==> src/hw/vldc_pkg.sv <==
// shared constants and types of the serial video link receive core
package vldc_pkg;
  localparam int FRAME_W = 28;
  localparam int PAY_W = 26;
  localparam int FR_PARITY = 27;
  localparam int FR_INVERT = 26;
  localparam int PIX_W = 12;
  localparam int NGPIO = 4;
  // register offsets
  localparam logic [7:0] REG_CTRL = 8'h03;
  localparam logic [7:0] REG_GPIO = 8'h0d;
  localparam logic [7:0] REG_PERR_A = 8'h1a;
  localparam logic [7:0] REG_PERR_B = 8'h1b;
  localparam logic [7:0] REG_STATUS = 8'h1c;
  // control register fields
  localparam int CTRL_EDGE = 0;
  localparam int CTRL_SEL = 1;
  localparam int CTRL_SEL_SRC = 2;
  localparam int CTRL_BC_EN = 3;
  localparam int CTRL_EXT_OSC = 4;
  localparam logic [7:0] CTRL_RST = 8'h01;
  localparam logic [7:0] GPIO_RST = 8'h00;
  // scrambler, skew and crc seeds
  localparam logic [14:0] SCR_SEED = 15'h7fff;
  localparam logic [7:0] STAG_SEED = 8'ha5;
  localparam logic [3:0] CRC_INIT = 4'hf;
  // timing
  localparam int CLK_PERIOD_NS = 40;
  localparam int GPIO_SPREAD_NS = 25000;
  // four updates inside the spread window, rounded down
  localparam int BC_CYC = GPIO_SPREAD_NS / CLK_PERIOD_NS / 4;
  localparam int SYNC_W = 11;
  localparam logic [1:0] STRAP_WAIT = 2'h2;

  typedef enum logic [1:0] {VLDC_LF, VLDC_HF, VLDC_TEN} vldc_mode_e;

  typedef struct packed {
    logic [PIX_W-1:0] data;
    logic line_sync;
    logic frame_sync;
  } vldc_pix_s;

  typedef struct packed {
    logic [3:0] crc;
    logic [4:0] spare;
    logic sda;
    logic [NGPIO-1:0] gpio;
    logic [1:0] mode;
  } vldc_bc_s;
endpackage

==> src/hw/vldc_core.sv <==
// receive core: frame decode, camera mux, pixel output, back channel
//
// Operation
// - twelve-bit low mode: one 12-bit pixel plus syncs per frame
// - twelve-bit high mode: three pixels over two frames, 37.5-75 MHz
// - ten-bit mode: two 10-bit pixels plus syncs per frame
// - each forward frame is 28 bits, layout set by mode
// - undo dc-balance inversion and scrambling before output
// - pixel strobe rate is frame rate times 1, 1.5 or 2
// - one frame word per recovered 28-bit serial frame
// - control channel runs whenever power down is released, independent of video
// - local i2c data carried over the link both ways
// - two camera inputs, exactly one active at a time
// - active camera chosen by pin or by register
// - back channel driver on only for the selected input
// - one parity bit per frame, four crc bits on back channel
// - parity errors counted in readable registers 0x1a, 0x1b
// - error counters cleared when lock is lost
// - integrity output low on forward parity error
// - four gpios, each forwarded input or local output
// - external oscillator reference forces gpio2, gpio3 local outputs
// - forwarded gpio updates fast enough for 66 khz, 25 us spread
// - output switching staggered by random skew codes
// - mode from three-level strap, sent to serializer
// - edge select 1 launches on rising edge, 0 on falling
// - power down low tri-states outputs; high enables outputs at once, then locks
`timescale 1ns/1ps
module vldc_core
  import vldc_pkg::*;
#(
  parameter int FIFO_DEPTH = 4
) (
  input wire logic clk_sys,
  input wire logic rst_n,
  input wire logic power_down_n,
  input wire logic cam_sel_pin,
  input wire logic [1:0] mode_strap,
  input wire logic lock_a_pin,
  input wire logic lock_b_pin,
  input wire logic [FRAME_W-1:0] frame_a,
  input wire logic frame_a_stb,
  input wire logic [FRAME_W-1:0] frame_b,
  input wire logic frame_b_stb,
  input wire logic [7:0] reg_addr,
  input wire logic [7:0] reg_wdata,
  input wire logic reg_wr,
  input wire logic reg_rd,
  output logic [7:0] reg_rdata,
  output vldc_pix_s pix_out,
  output logic pix_clk,
  output logic out_oe,
  output logic locked,
  output logic pass,
  output logic [5:0] stagger_code,
  output logic bc_en_a,
  output logic bc_en_b,
  output vldc_bc_s bc_word,
  output logic bc_stb,
  input wire logic [NGPIO-1:0] gpio_i,
  output logic [NGPIO-1:0] gpio_o,
  output logic [NGPIO-1:0] gpio_oe,
  input wire logic i2c_sda_i,
  output logic i2c_sda_o,
  output logic i2c_sda_oe
);
  localparam int PW = $clog2(FIFO_DEPTH);
  localparam logic [PW:0] DEPTH_C = (PW+1)'(FIFO_DEPTH);

  function automatic logic [3:0] crc4(input logic [11:0] d);
    logic [3:0] c;
    c = CRC_INIT;
    for (int i = 11; i >= 0; i--) begin
      c = {c[2:0], 1'b0} ^ ((c[3] ^ d[i]) ? 4'h3 : 4'h0);
    end
    return c;
  endfunction

  // pin synchronisers, first stage read only by the second
  logic [SYNC_W-1:0] s1_r, s2_r;
  always_ff @(posedge clk_sys) begin
    if (!rst_n) begin
      s1_r <= '0;
      s2_r <= '0;
    end else begin
      s1_r <= {mode_strap, i2c_sda_i, gpio_i, lock_b_pin, lock_a_pin,
               cam_sel_pin, power_down_n};
      s2_r <= s1_r;
    end
  end
  logic pd_n_s, sel_pin_s, lock_a_s, lock_b_s, sda_s;
  logic [NGPIO-1:0] gpio_s;
  logic [1:0] strap_s;
  assign pd_n_s = s2_r[0];
  assign sel_pin_s = s2_r[1];
  assign lock_a_s = s2_r[2];
  assign lock_b_s = s2_r[3];
  assign gpio_s = s2_r[7:4];
  assign sda_s = s2_r[8];
  assign strap_s = s2_r[10:9];

  // strap capture, once the synchroniser has filled after reset
  logic [1:0] strap_cnt_r;
  logic strap_done_r;
  vldc_mode_e mode_r;
  always_ff @(posedge clk_sys) begin
    if (!rst_n) begin
      strap_cnt_r <= '0;
      strap_done_r <= 1'b0;
      mode_r <= VLDC_LF;
    end else if (!strap_done_r) begin
      if (strap_cnt_r == STRAP_WAIT) begin
        strap_done_r <= 1'b1;
        mode_r <= (strap_s == 2'h0) ? VLDC_LF :
                  (strap_s == 2'h1) ? VLDC_HF : VLDC_TEN;
      end else begin
        strap_cnt_r <= strap_cnt_r + 2'h1;
      end
    end
  end

  // registers
  logic [7:0] ctrl_r, gpio_reg_r, perr_a_r, perr_b_r, rdata_r;
  logic ovf_r, pass_r, lock_r;
  always_ff @(posedge clk_sys) begin
    if (!rst_n) begin
      ctrl_r <= CTRL_RST;
      gpio_reg_r <= GPIO_RST;
    end else if (reg_wr) begin
      if (reg_addr == REG_CTRL) begin
        ctrl_r <= reg_wdata;
      end
      if (reg_addr == REG_GPIO) begin
        gpio_reg_r <= reg_wdata;
      end
    end
  end

  always_ff @(posedge clk_sys) begin
    if (!rst_n) begin
      rdata_r <= '0;
    end else if (reg_rd) begin
      case (reg_addr)
        REG_CTRL: rdata_r <= ctrl_r;
        REG_GPIO: rdata_r <= gpio_reg_r;
        REG_PERR_A: rdata_r <= perr_a_r;
        REG_PERR_B: rdata_r <= perr_b_r;
        REG_STATUS: rdata_r <= {2'h0, ovf_r, pass_r, bc_en_b,
                                mode_r, lock_r};
        default: rdata_r <= '0;
      endcase
    end else begin
      rdata_r <= '0;
    end
  end
  assign reg_rdata = rdata_r;

  // input select by pin or register
  logic cam_b, lock_q, edge_sel, ext_osc;
  assign cam_b = ctrl_r[CTRL_SEL_SRC] ? ctrl_r[CTRL_SEL] : sel_pin_s;
  assign edge_sel = ctrl_r[CTRL_EDGE];
  assign ext_osc = ctrl_r[CTRL_EXT_OSC];
  // lock only with power down released
  assign lock_q = pd_n_s & strap_done_r & (cam_b ? lock_b_s : lock_a_s);

  // one input at a time; driver follows select
  // enable bit only takes effect on the already selected input
  always_ff @(posedge clk_sys) begin
    if (!rst_n) begin
      bc_en_a <= 1'b0;
      bc_en_b <= 1'b0;
      lock_r <= 1'b0;
    end else begin
      bc_en_a <= pd_n_s & ctrl_r[CTRL_BC_EN] & !cam_b;
      bc_en_b <= pd_n_s & ctrl_r[CTRL_BC_EN] & cam_b;
      lock_r <= lock_q;
    end
  end
  assign locked = lock_r;
  assign out_oe = pd_n_s;

  // one frame word per recovered serial frame
  logic [FRAME_W-1:0] fr;
  logic fr_stb, perr;
  assign fr = cam_b ? frame_b : frame_a;
  assign fr_stb = lock_q & (cam_b ? frame_b_stb : frame_a_stb);
  // even parity over the whole frame
  assign perr = fr_stb & (^fr);

  logic [14:0] scr_r;
  logic [PAY_W-1:0] pay;
  always_ff @(posedge clk_sys) begin
    if (!rst_n || !lock_q) begin
      scr_r <= SCR_SEED;
    end else if (fr_stb) begin
      scr_r <= {scr_r[13:0], scr_r[14] ^ scr_r[13]};
    end
  end
  assign pay = (fr[FR_INVERT] ? ~fr[PAY_W-1:0] : fr[PAY_W-1:0]) ^
               {scr_r[10:0], scr_r};

  // per-input error counters, saturating, cleared on lock loss
  always_ff @(posedge clk_sys) begin
    if (!rst_n || !lock_q) begin
      perr_a_r <= '0;
      perr_b_r <= '0;
    end else if (perr) begin
      if (!cam_b && perr_a_r != 8'hff) begin
        perr_a_r <= perr_a_r + 8'h01;
      end
      if (cam_b && perr_b_r != 8'hff) begin
        perr_b_r <= perr_b_r + 8'h01;
      end
    end
  end

  // integrity low from an errored frame until a clean one
  always_ff @(posedge clk_sys) begin
    if (!rst_n) begin
      pass_r <= 1'b1;
    end else if (perr) begin
      pass_r <= 1'b0;
    end else if (fr_stb) begin
      pass_r <= 1'b1;
    end
  end
  assign pass = pass_r;

  // frame layout per mode
  logic hf_ph_r;
  logic [5:0] hf_lo_r;
  logic [1:0] n_push;
  vldc_pix_s p0, p1;
  logic rx_sda, rx_sda_vld;
  always_comb begin
    n_push = 2'h0;
    p0 = '0;
    p1 = '0;
    rx_sda = 1'b1;
    rx_sda_vld = 1'b0;
    case (mode_r)
      VLDC_LF: begin
        n_push = 2'h1;
        p0 = {pay[11:0], pay[12], pay[13]};
        rx_sda = pay[14];
        rx_sda_vld = pay[15];
      end
      // half of the third pixel rides in each frame
      VLDC_HF: begin
        n_push = hf_ph_r ? 2'h2 : 2'h1;
        p0 = {pay[11:0], pay[12], pay[13]};
        p1 = {pay[19:14], hf_lo_r, pay[12], pay[13]};
        rx_sda = pay[20];
        rx_sda_vld = pay[21];
      end
      // two ten-bit pixels sharing one pair of syncs
      VLDC_TEN: begin
        n_push = 2'h2;
        p0 = {2'h0, pay[9:0], pay[20], pay[21]};
        p1 = {2'h0, pay[19:10], pay[20], pay[21]};
        rx_sda = pay[22];
        rx_sda_vld = pay[23];
      end
      default: begin
        n_push = 2'h0;
      end
    endcase
  end

  always_ff @(posedge clk_sys) begin
    if (!rst_n || !lock_q) begin
      hf_ph_r <= 1'b0;
      hf_lo_r <= '0;
    end else if (fr_stb && mode_r == VLDC_HF) begin
      hf_ph_r <= !hf_ph_r;
      if (!hf_ph_r) begin
        hf_lo_r <= pay[19:14];
      end
    end
  end

  // pixel clock, continuous while locked
  logic pix_clk_r, launch, pop, push_ok;
  always_ff @(posedge clk_sys) begin
    if (!rst_n || !lock_q) begin
      pix_clk_r <= 1'b0;
    end else begin
      pix_clk_r <= !pix_clk_r;
    end
  end
  assign pix_clk = pix_clk_r;
  // launch on the edge being formed this cycle
  assign launch = lock_q & (edge_sel ? !pix_clk_r : pix_clk_r);

  // pixel queue turns frame rate into pixel rate
  vldc_pix_s pend [FIFO_DEPTH];
  logic [PW-1:0] wp_r, rp_r;
  logic [PW:0] cnt_r;
  assign pop = launch && cnt_r != '0;
  // a frame whose pixels will not fit is dropped whole
  assign push_ok = fr_stb &&
                   (cnt_r - (PW+1)'(pop) + (PW+1)'(n_push) <= DEPTH_C);
  always_ff @(posedge clk_sys) begin
    if (!rst_n || !lock_q) begin
      wp_r <= '0;
      rp_r <= '0;
      cnt_r <= '0;
    end else begin
      if (push_ok) begin
        wp_r <= wp_r + PW'(n_push);
      end
      if (pop) begin
        rp_r <= rp_r + PW'(1);
      end
      cnt_r <= cnt_r + (push_ok ? (PW+1)'(n_push) : '0) - (PW+1)'(pop);
    end
  end
  always_ff @(posedge clk_sys) begin
    if (push_ok) begin
      pend[wp_r] <= p0;
      if (n_push == 2'h2) begin
        pend[wp_r + PW'(1)] <= p1;
      end
    end
  end
  always_ff @(posedge clk_sys) begin
    if (!rst_n) begin
      ovf_r <= 1'b0;
    end else if (fr_stb && !push_ok) begin
      ovf_r <= 1'b1;
    end else if (reg_rd && reg_addr == REG_STATUS) begin
      ovf_r <= 1'b0;
    end
  end

  // data and syncs leave as one word
  vldc_pix_s pix_r;
  always_ff @(posedge clk_sys) begin
    if (!rst_n) begin
      pix_r <= '0;
    end else if (pop) begin
      pix_r <= pend[rp_r];
    end
  end
  assign pix_out = pix_r;

  // random skew codes for three output banks, fresh each launch that pops a pixel
  logic [7:0] stag_r;
  always_ff @(posedge clk_sys) begin
    if (!rst_n) begin
      stag_r <= STAG_SEED;
    end else if (pop) begin
      stag_r <= {stag_r[6:0], stag_r[7] ^ stag_r[5] ^ stag_r[4] ^ stag_r[3]};
    end
  end
  assign stagger_code = stag_r[5:0];

  // gpio direction, oscillator reference forces two outputs
  logic [NGPIO-1:0] dir_eff;
  assign dir_eff = gpio_reg_r[7:4] | (ext_osc ? 4'hc : 4'h0);
  assign gpio_o = gpio_reg_r[3:0];
  assign gpio_oe = dir_eff & {NGPIO{pd_n_s}};

  // forwarded i2c data drives the local line open drain
  logic sda_hold_r;
  always_ff @(posedge clk_sys) begin
    if (!rst_n || !lock_q) begin
      sda_hold_r <= 1'b1;
    end else if (fr_stb && rx_sda_vld) begin
      sda_hold_r <= rx_sda;
    end
  end
  assign i2c_sda_o = 1'b0;
  assign i2c_sda_oe = pd_n_s & !sda_hold_r;

  // periodic back channel word, sent with or without video
  logic [7:0] bc_tmr_r;
  vldc_bc_s bc_nxt, bc_r;
  logic bc_stb_r;
  always_comb begin
    bc_nxt = '0;
    bc_nxt.mode = mode_r;
    bc_nxt.gpio = gpio_s & ~dir_eff;
    bc_nxt.sda = sda_s;
    bc_nxt.crc = crc4({bc_nxt.spare, bc_nxt.sda, bc_nxt.gpio, bc_nxt.mode});
  end
  always_ff @(posedge clk_sys) begin
    if (!rst_n || !pd_n_s || !strap_done_r) begin
      bc_tmr_r <= '0;
      bc_r <= '0;
      bc_stb_r <= 1'b0;
    end else begin
      bc_stb_r <= bc_tmr_r == '0;
      if (bc_tmr_r == '0) begin
        bc_tmr_r <= 8'(BC_CYC - 1);
        bc_r <= bc_nxt;
      end else begin
        bc_tmr_r <= bc_tmr_r - 8'h01;
      end
    end
  end
  assign bc_word = bc_r;
  assign bc_stb = bc_stb_r;

  // checks
  // integrity drop
  a_pass_on_error: assert property (@(posedge clk_sys) disable iff (!rst_n)
    perr |=> !pass) else $error("integrity stayed high on parity error");
  a_cnt_lock_clear: assert property (@(posedge clk_sys) disable iff (!rst_n)
    !lock_q |=> perr_a_r == 8'h00 && perr_b_r == 8'h00)
    else $error("error counter kept after lock loss");
  a_cnt_saturate: assert property (@(posedge clk_sys) disable iff (!rst_n)
    perr_a_r == 8'hff && lock_q |=> perr_a_r == 8'hff)
    else $error("error counter wrapped");
  a_cnt_step: assert property (@(posedge clk_sys) disable iff (!rst_n)
    perr && !cam_b && lock_q && perr_a_r != 8'hff |=>
    perr_a_r == $past(perr_a_r) + 8'h01)
    else $error("error counter missed a parity error");
  a_one_input: assert property (@(posedge clk_sys) disable iff (!rst_n)
    !(bc_en_a && bc_en_b)) else $error("both back channels driven");
  a_bc_follow_sel: assert property (@(posedge clk_sys) disable iff (!rst_n)
    ##1 bc_en_b |-> $past(cam_b) && $past(ctrl_r[CTRL_BC_EN]))
    else $error("back channel on for unselected input");
  a_launch_edge: assert property (@(posedge clk_sys) disable iff (!rst_n)
    pop |=> pix_clk == $past(edge_sel))
    else $error("data launched on wrong clock edge");
  a_outputs_off: assert property (@(posedge clk_sys) disable iff (!rst_n)
    !pd_n_s |-> !out_oe && gpio_oe == '0 && !i2c_sda_oe ##1 !locked)
    else $error("output driven while powered down");
  a_gpio_ext_osc: assert property (@(posedge clk_sys) disable iff (!rst_n)
    ext_osc && pd_n_s |-> gpio_oe[3:2] == 2'b11 && bc_nxt.gpio[3:2] == 2'b00)
    else $error("gpio2 or gpio3 forwarded in oscillator mode");
  a_ten_two_pix: assert property (@(posedge clk_sys) disable iff (!rst_n)
    push_ok && mode_r == VLDC_TEN && lock_q ##1 lock_q |->
    cnt_r == $past(cnt_r) + 2'd2 - $past(pop))
    else $error("ten-bit frame did not yield two pixels");
  a_bc_period: assert property (@(posedge clk_sys) disable iff (!rst_n)
    bc_stb && pd_n_s |=> !bc_stb [*5])
    else $error("back channel word repeated too soon");
  c_parity_error: cover property (@(posedge clk_sys) disable iff (!rst_n)
    perr ##1 fr_stb && !perr);
  c_cam_switch: cover property (@(posedge clk_sys) disable iff (!rst_n)
    bc_en_a ##[1:50] bc_en_b);
  c_hf_three: cover property (@(posedge clk_sys) disable iff (!rst_n)
    push_ok && mode_r == VLDC_HF && hf_ph_r);
  c_overflow: cover property (@(posedge clk_sys) disable iff (!rst_n)
    fr_stb && !push_ok);
endmodule // vldc_core

==> config.mk <==
export PLATFORM = sky130hd
export DESIGN_NAME = vldc_core
export DESIGN_NICKNAME = d
export VERILOG_FILES = /design/src/hw/vldc_pkg.sv /design/src/hw/vldc_core.sv
export SDC_FILE = /design/constraint.sdc
export NUM_CORES = 1
export LEC_CHECK = 0
export ABC_AREA = 1
export CAP_MARGIN = 10
export CORE_MARGIN = 2
export CORE_UTILIZATION = 40
export CTS_CLUSTER_DIAMETER = 80
export CTS_CLUSTER_SIZE = 25
export DETAILED_ROUTE_END_ITERATION = 8
export DONT_BUFFER_PORTS = 1
export PLACE_DENSITY_LB_ADDON = 0.3
export SYNTH_ARGS = -nofsm -noshare
export SYNTH_HDL_FRONTEND = slang
export SYNTH_SLANG_ARGS = --single-unit
export TNS_END_PERCENT = 100
==> constraint.sdc <==
create_clock -name clk_sys -period 6.55 [get_ports clk_sys]
set_clock_uncertainty 0.1 [all_clocks]
set_input_delay 0 -clock clk_sys [delete_from_list [all_inputs] [get_ports clk_sys]]
set_output_delay 0 -clock clk_sys [all_outputs]
set_load 0.005 [all_outputs]
==> impl_metrics.json <==
{
  "status": "finished with violations",
  "failed_checks": "negative hold slack",
  "antenna_violating_nets_post_route": 0,
  "drc_violation_total_after_the_first_tritonroute_iteration": 661,
  "clock-sinks": 201,
  "yosys_top_cell_by_area": "sky130_fd_sc_hd__dfxtp_1",
  "cellPowerDensity_mw_per_mm2": 229,
  "drv_slew": 0,
  "critical_path.top_delay_family": "simple AND/OR/NAND/NOR gates",
  "multiInputGateArea_mm2": 0.00520,
  "ys_seq_area_frac": 0.421,
  "cts_tree": "built",
  "groute.usage.overall": 0.197,
  "number_of_synthesized_register_bits": 201,
  "synth-main-ff-cell": "sky130_fd_sc_hd__dfxtp_1",
  "dpl.hpwl_um": 21400,
  "full_die_area_mm2": 0.0286,
  "setup_slack_ns": 1.34,
  "number_of_global_route_vias_before_repair": 8794,
  "start_util": 0.405,
  "rsz0062_at_grt": "false",
  "path_common_cell": "sky130_fd_sc_hd__nand2_1",
  "critical_path.max_stage_delay_ns": 0.48,
  "worst_skew_pair.late_latency_ns": 0.49,
  "yosys-top-cells-area": "sky130_fd_sc_hd__dfxtp_1 (27%), sky130_fd_sc_hd__edfxtp_1 (15%), sky130_fd_sc_hd__nand2_1 (15%)",
  "detail_route.first_pass.iterations": 5,
  "mean_instance_size_in_the_synthesized_netlist_um2": 7.14,
  "met2_usage": 0.329,
  "grt_busiest_layer": "met2",
  "grt_start_max_net_pins": 65,
  "clock_tree.buffer_depth": 3,
  "final.fill_count": 2703,
  "layout-drive-gt1-share": 0.0508,
  "post_route_wl_um": 28600,
  "synth_cell_types": 49,
  "post_synth_most_frequent_cells": "sky130_fd_sc_hd__nand2_1 (427), sky130_fd_sc_hd__inv_1 (181), sky130_fd_sc_hd__nor2_1 (161)",
  "setup_violations": 0,
  "routed_via_density": 5.07,
  "row_count": 60,
  "hold_viol_final": 1,
  "total_leakage_power_nw": 5.15,
  "hold_buffer_count_at_cts": 41,
  "drcViolationCount": 0,
  "post-cts-setup-buffers": 0,
  "timing.max_cap.violations": 0,
  "min-delay-path-class": "in -> reg",
  "synth_area_mm2": 0.0109,
  "globalRouteOverflowTotal": 0,
  "ir_drop_mv": 0.118,
  "routedWlPerCell_um": 15.2,
  "port-buffer-count": 0,
  "area_growth_syn_to_layout_pct": 9.62,
  "post_cts_clock_slew_at_the_launch_and_capture_registers_of_the_worst_setup_and_hold_paths_ns": 0.10,
  "tritoncts_buffers": 14,
  "global_route_wire_length_before_repair_um": 45900,
  "slew_headroom": 0.208,
  "fp.dieH_um": 169,
  "cpMaxStageDelayCell": "sky130_fd_sc_hd__fa_1",
  "post_cts_resize_count": 0,
  "grt_util_met1": 0.267,
  "timing.final.crit_share": 0.795,
  "synth_async_sr_flop_share": 0,
  "globalRouteMet3Util": 0.0386,
  "setup.worst_path.class": "reg -> reg",
  "fmax_mhz": 192,
  "finalNetCount": 1633,
  "register_area_mm2": 0.00458,
  "synthesis.yosys.warnings": 0,
  "worst_hold_slack_ns": -0.00129,
  "fin_crit_ns": 5.21,
  "synthCells": 1527,
  "pre_cts_ws_ns": 1.13,
  "crit_path_end_kind": "register",
  "netlist.area_leader.share": 0.266,
  "root_buffer": "sky130_fd_sc_hd__clkbuf_16",
  "critPathRequiredTime_ns": 6.65,
  "yosysMostFrequentCell": "sky130_fd_sc_hd__nand2_1",
  "number_of_enable_flip_flop_cells_after_synthesis": 56,
  "worst_pin_slew_ns": 1.18,
  "grt_antenna_before_repair": 0,
  "route.vias.total": 9515,
  "setup.worst_path.start_class": "register",
  "fin_tns_setup_ns": 0,
  "diodes": 0,
  "core_region_area_mm2": 0.0269,
  "cp.arrival_ns": 5.31,
  "io_pins": 150,
  "timing.critical_path.buf_inv": 11,
  "cts.htree.levels": 1,
  "fp.dieW_um": 169,
  "path_max_fanout": 37,
  "routabilityCongestion": 0.852
}
==> sequential cells by signal, summed over array words and instances (netlist names), 11 cells and up <==
name / count
scr_r: 15
pix_out: 14
s1_r: 11
bc_word: 11
s2_r: 11
pend: 56
==> cells by family after synthesis <==
| group | count (synthesis) | share of synthesized area |
|---|---|---|
| adder cells (fa/ha/maj) | 17 | 0.0209 |
| AO/OA/AOI/OAI | 270 | 0.138 |
| XOR/XNOR | 64 | 0.0514 |
| other | 1 | 0.000344 |
| flip-flops | 201 | 0.421 |
| AND/OR/NAND/NOR | 704 | 0.264 |
| buffers and inverters | 270 | 0.104 |
==> power by group <==
group          total (mW)  internal (mW)  switching (mW)
clock               0.931          0.444           0.486
combinational       0.473          0.160           0.313
sequential           1.33           1.32          0.0106
total                2.74           1.93           0.810
==> layout by cell type (no fill, tap or decap), types with 21 or more instances in the layout <==
master                          instances
sky130_fd_sc_hd__o21ai_1               21
sky130_fd_sc_hd__edfxtp_1              56
sky130_fd_sc_hd__xor2_1                51
sky130_fd_sc_hd__o21ai_0              143
sky130_fd_sc_hd__nor2_1               160
sky130_fd_sc_hd__nand3_1               53
sky130_fd_sc_hd__dfxtp_1              145
sky130_fd_sc_hd__dlygate4sd3_1         40
sky130_fd_sc_hd__a21oi_1               43
sky130_fd_sc_hd__nand2_1              426
sky130_fd_sc_hd__inv_1                181
==> cell type report <==
type                       instances  area share
multi-input combinational       1061       0.435
tap                              341      0.0357
sequential                       201       0.384
clock inverter                     7     0.00817
clock buffer                      16      0.0317
timing repair buffer              53      0.0437
inverter                         196      0.0618
==> per-layer routing <==
metal  wire, µm  vias up  share of wire
met5          0        -              0
met3       1960       32          0.069
li1           -     4865              -
met4        458        0          0.016
met1      12900     4349           0.45
met2      13300      269           0.47
==> worst min-delay path: cells and delay by family <==
kind             cells  cell delay, ns
AND/OR/NAND/NOR      3            0.30
AO/OA/AOI/OAI        1            0.24
==> final timing paths <==
check / startpoint / endpoint / slack (ns) / depth (start not counted)
setup / recovery: ctrl_r[2]$_SDFFE_PN0P_ / pend[3][8]$_DFFE_PP_ / 1.34 / 26
hold / removal: reg_addr[2] / reg_rdata[4]$_SDFF_PN0_ / -0.001 / 4
setup reg to reg: ctrl_r[2]$_SDFFE_PN0P_ / pend[3][8]$_DFFE_PP_ / 1.34 / 26
hold reg to reg: s1_r[7]$_SDFF_PN0_ / s2_r[7]$_SDFF_PN0_ / 0.32 / 2
==> through the flow <==
stage / cells / total power [mW] / hold WS, ns / area, µm² / utilization
2_1_floorplan: 1532 / 1.70 / -0.00237 / 10900 / -
3_3_place_gp: 1809 / 1.79 / -0.0145 / 11000 / 0.410
4_1_cts: 1873 / 2.75 / 0.00121 / 11900 / 0.444
6_report: 1875 / 2.74 / -0.00129 / 11900 / 0.445
3_5_place_dp: 1809 / 1.80 / -0.0128 / 11000 / 0.410
5_1_grt: 1875 / 2.87 / 0.0129 / 11900 / 0.445
Power figures use the tool's default switching activity.
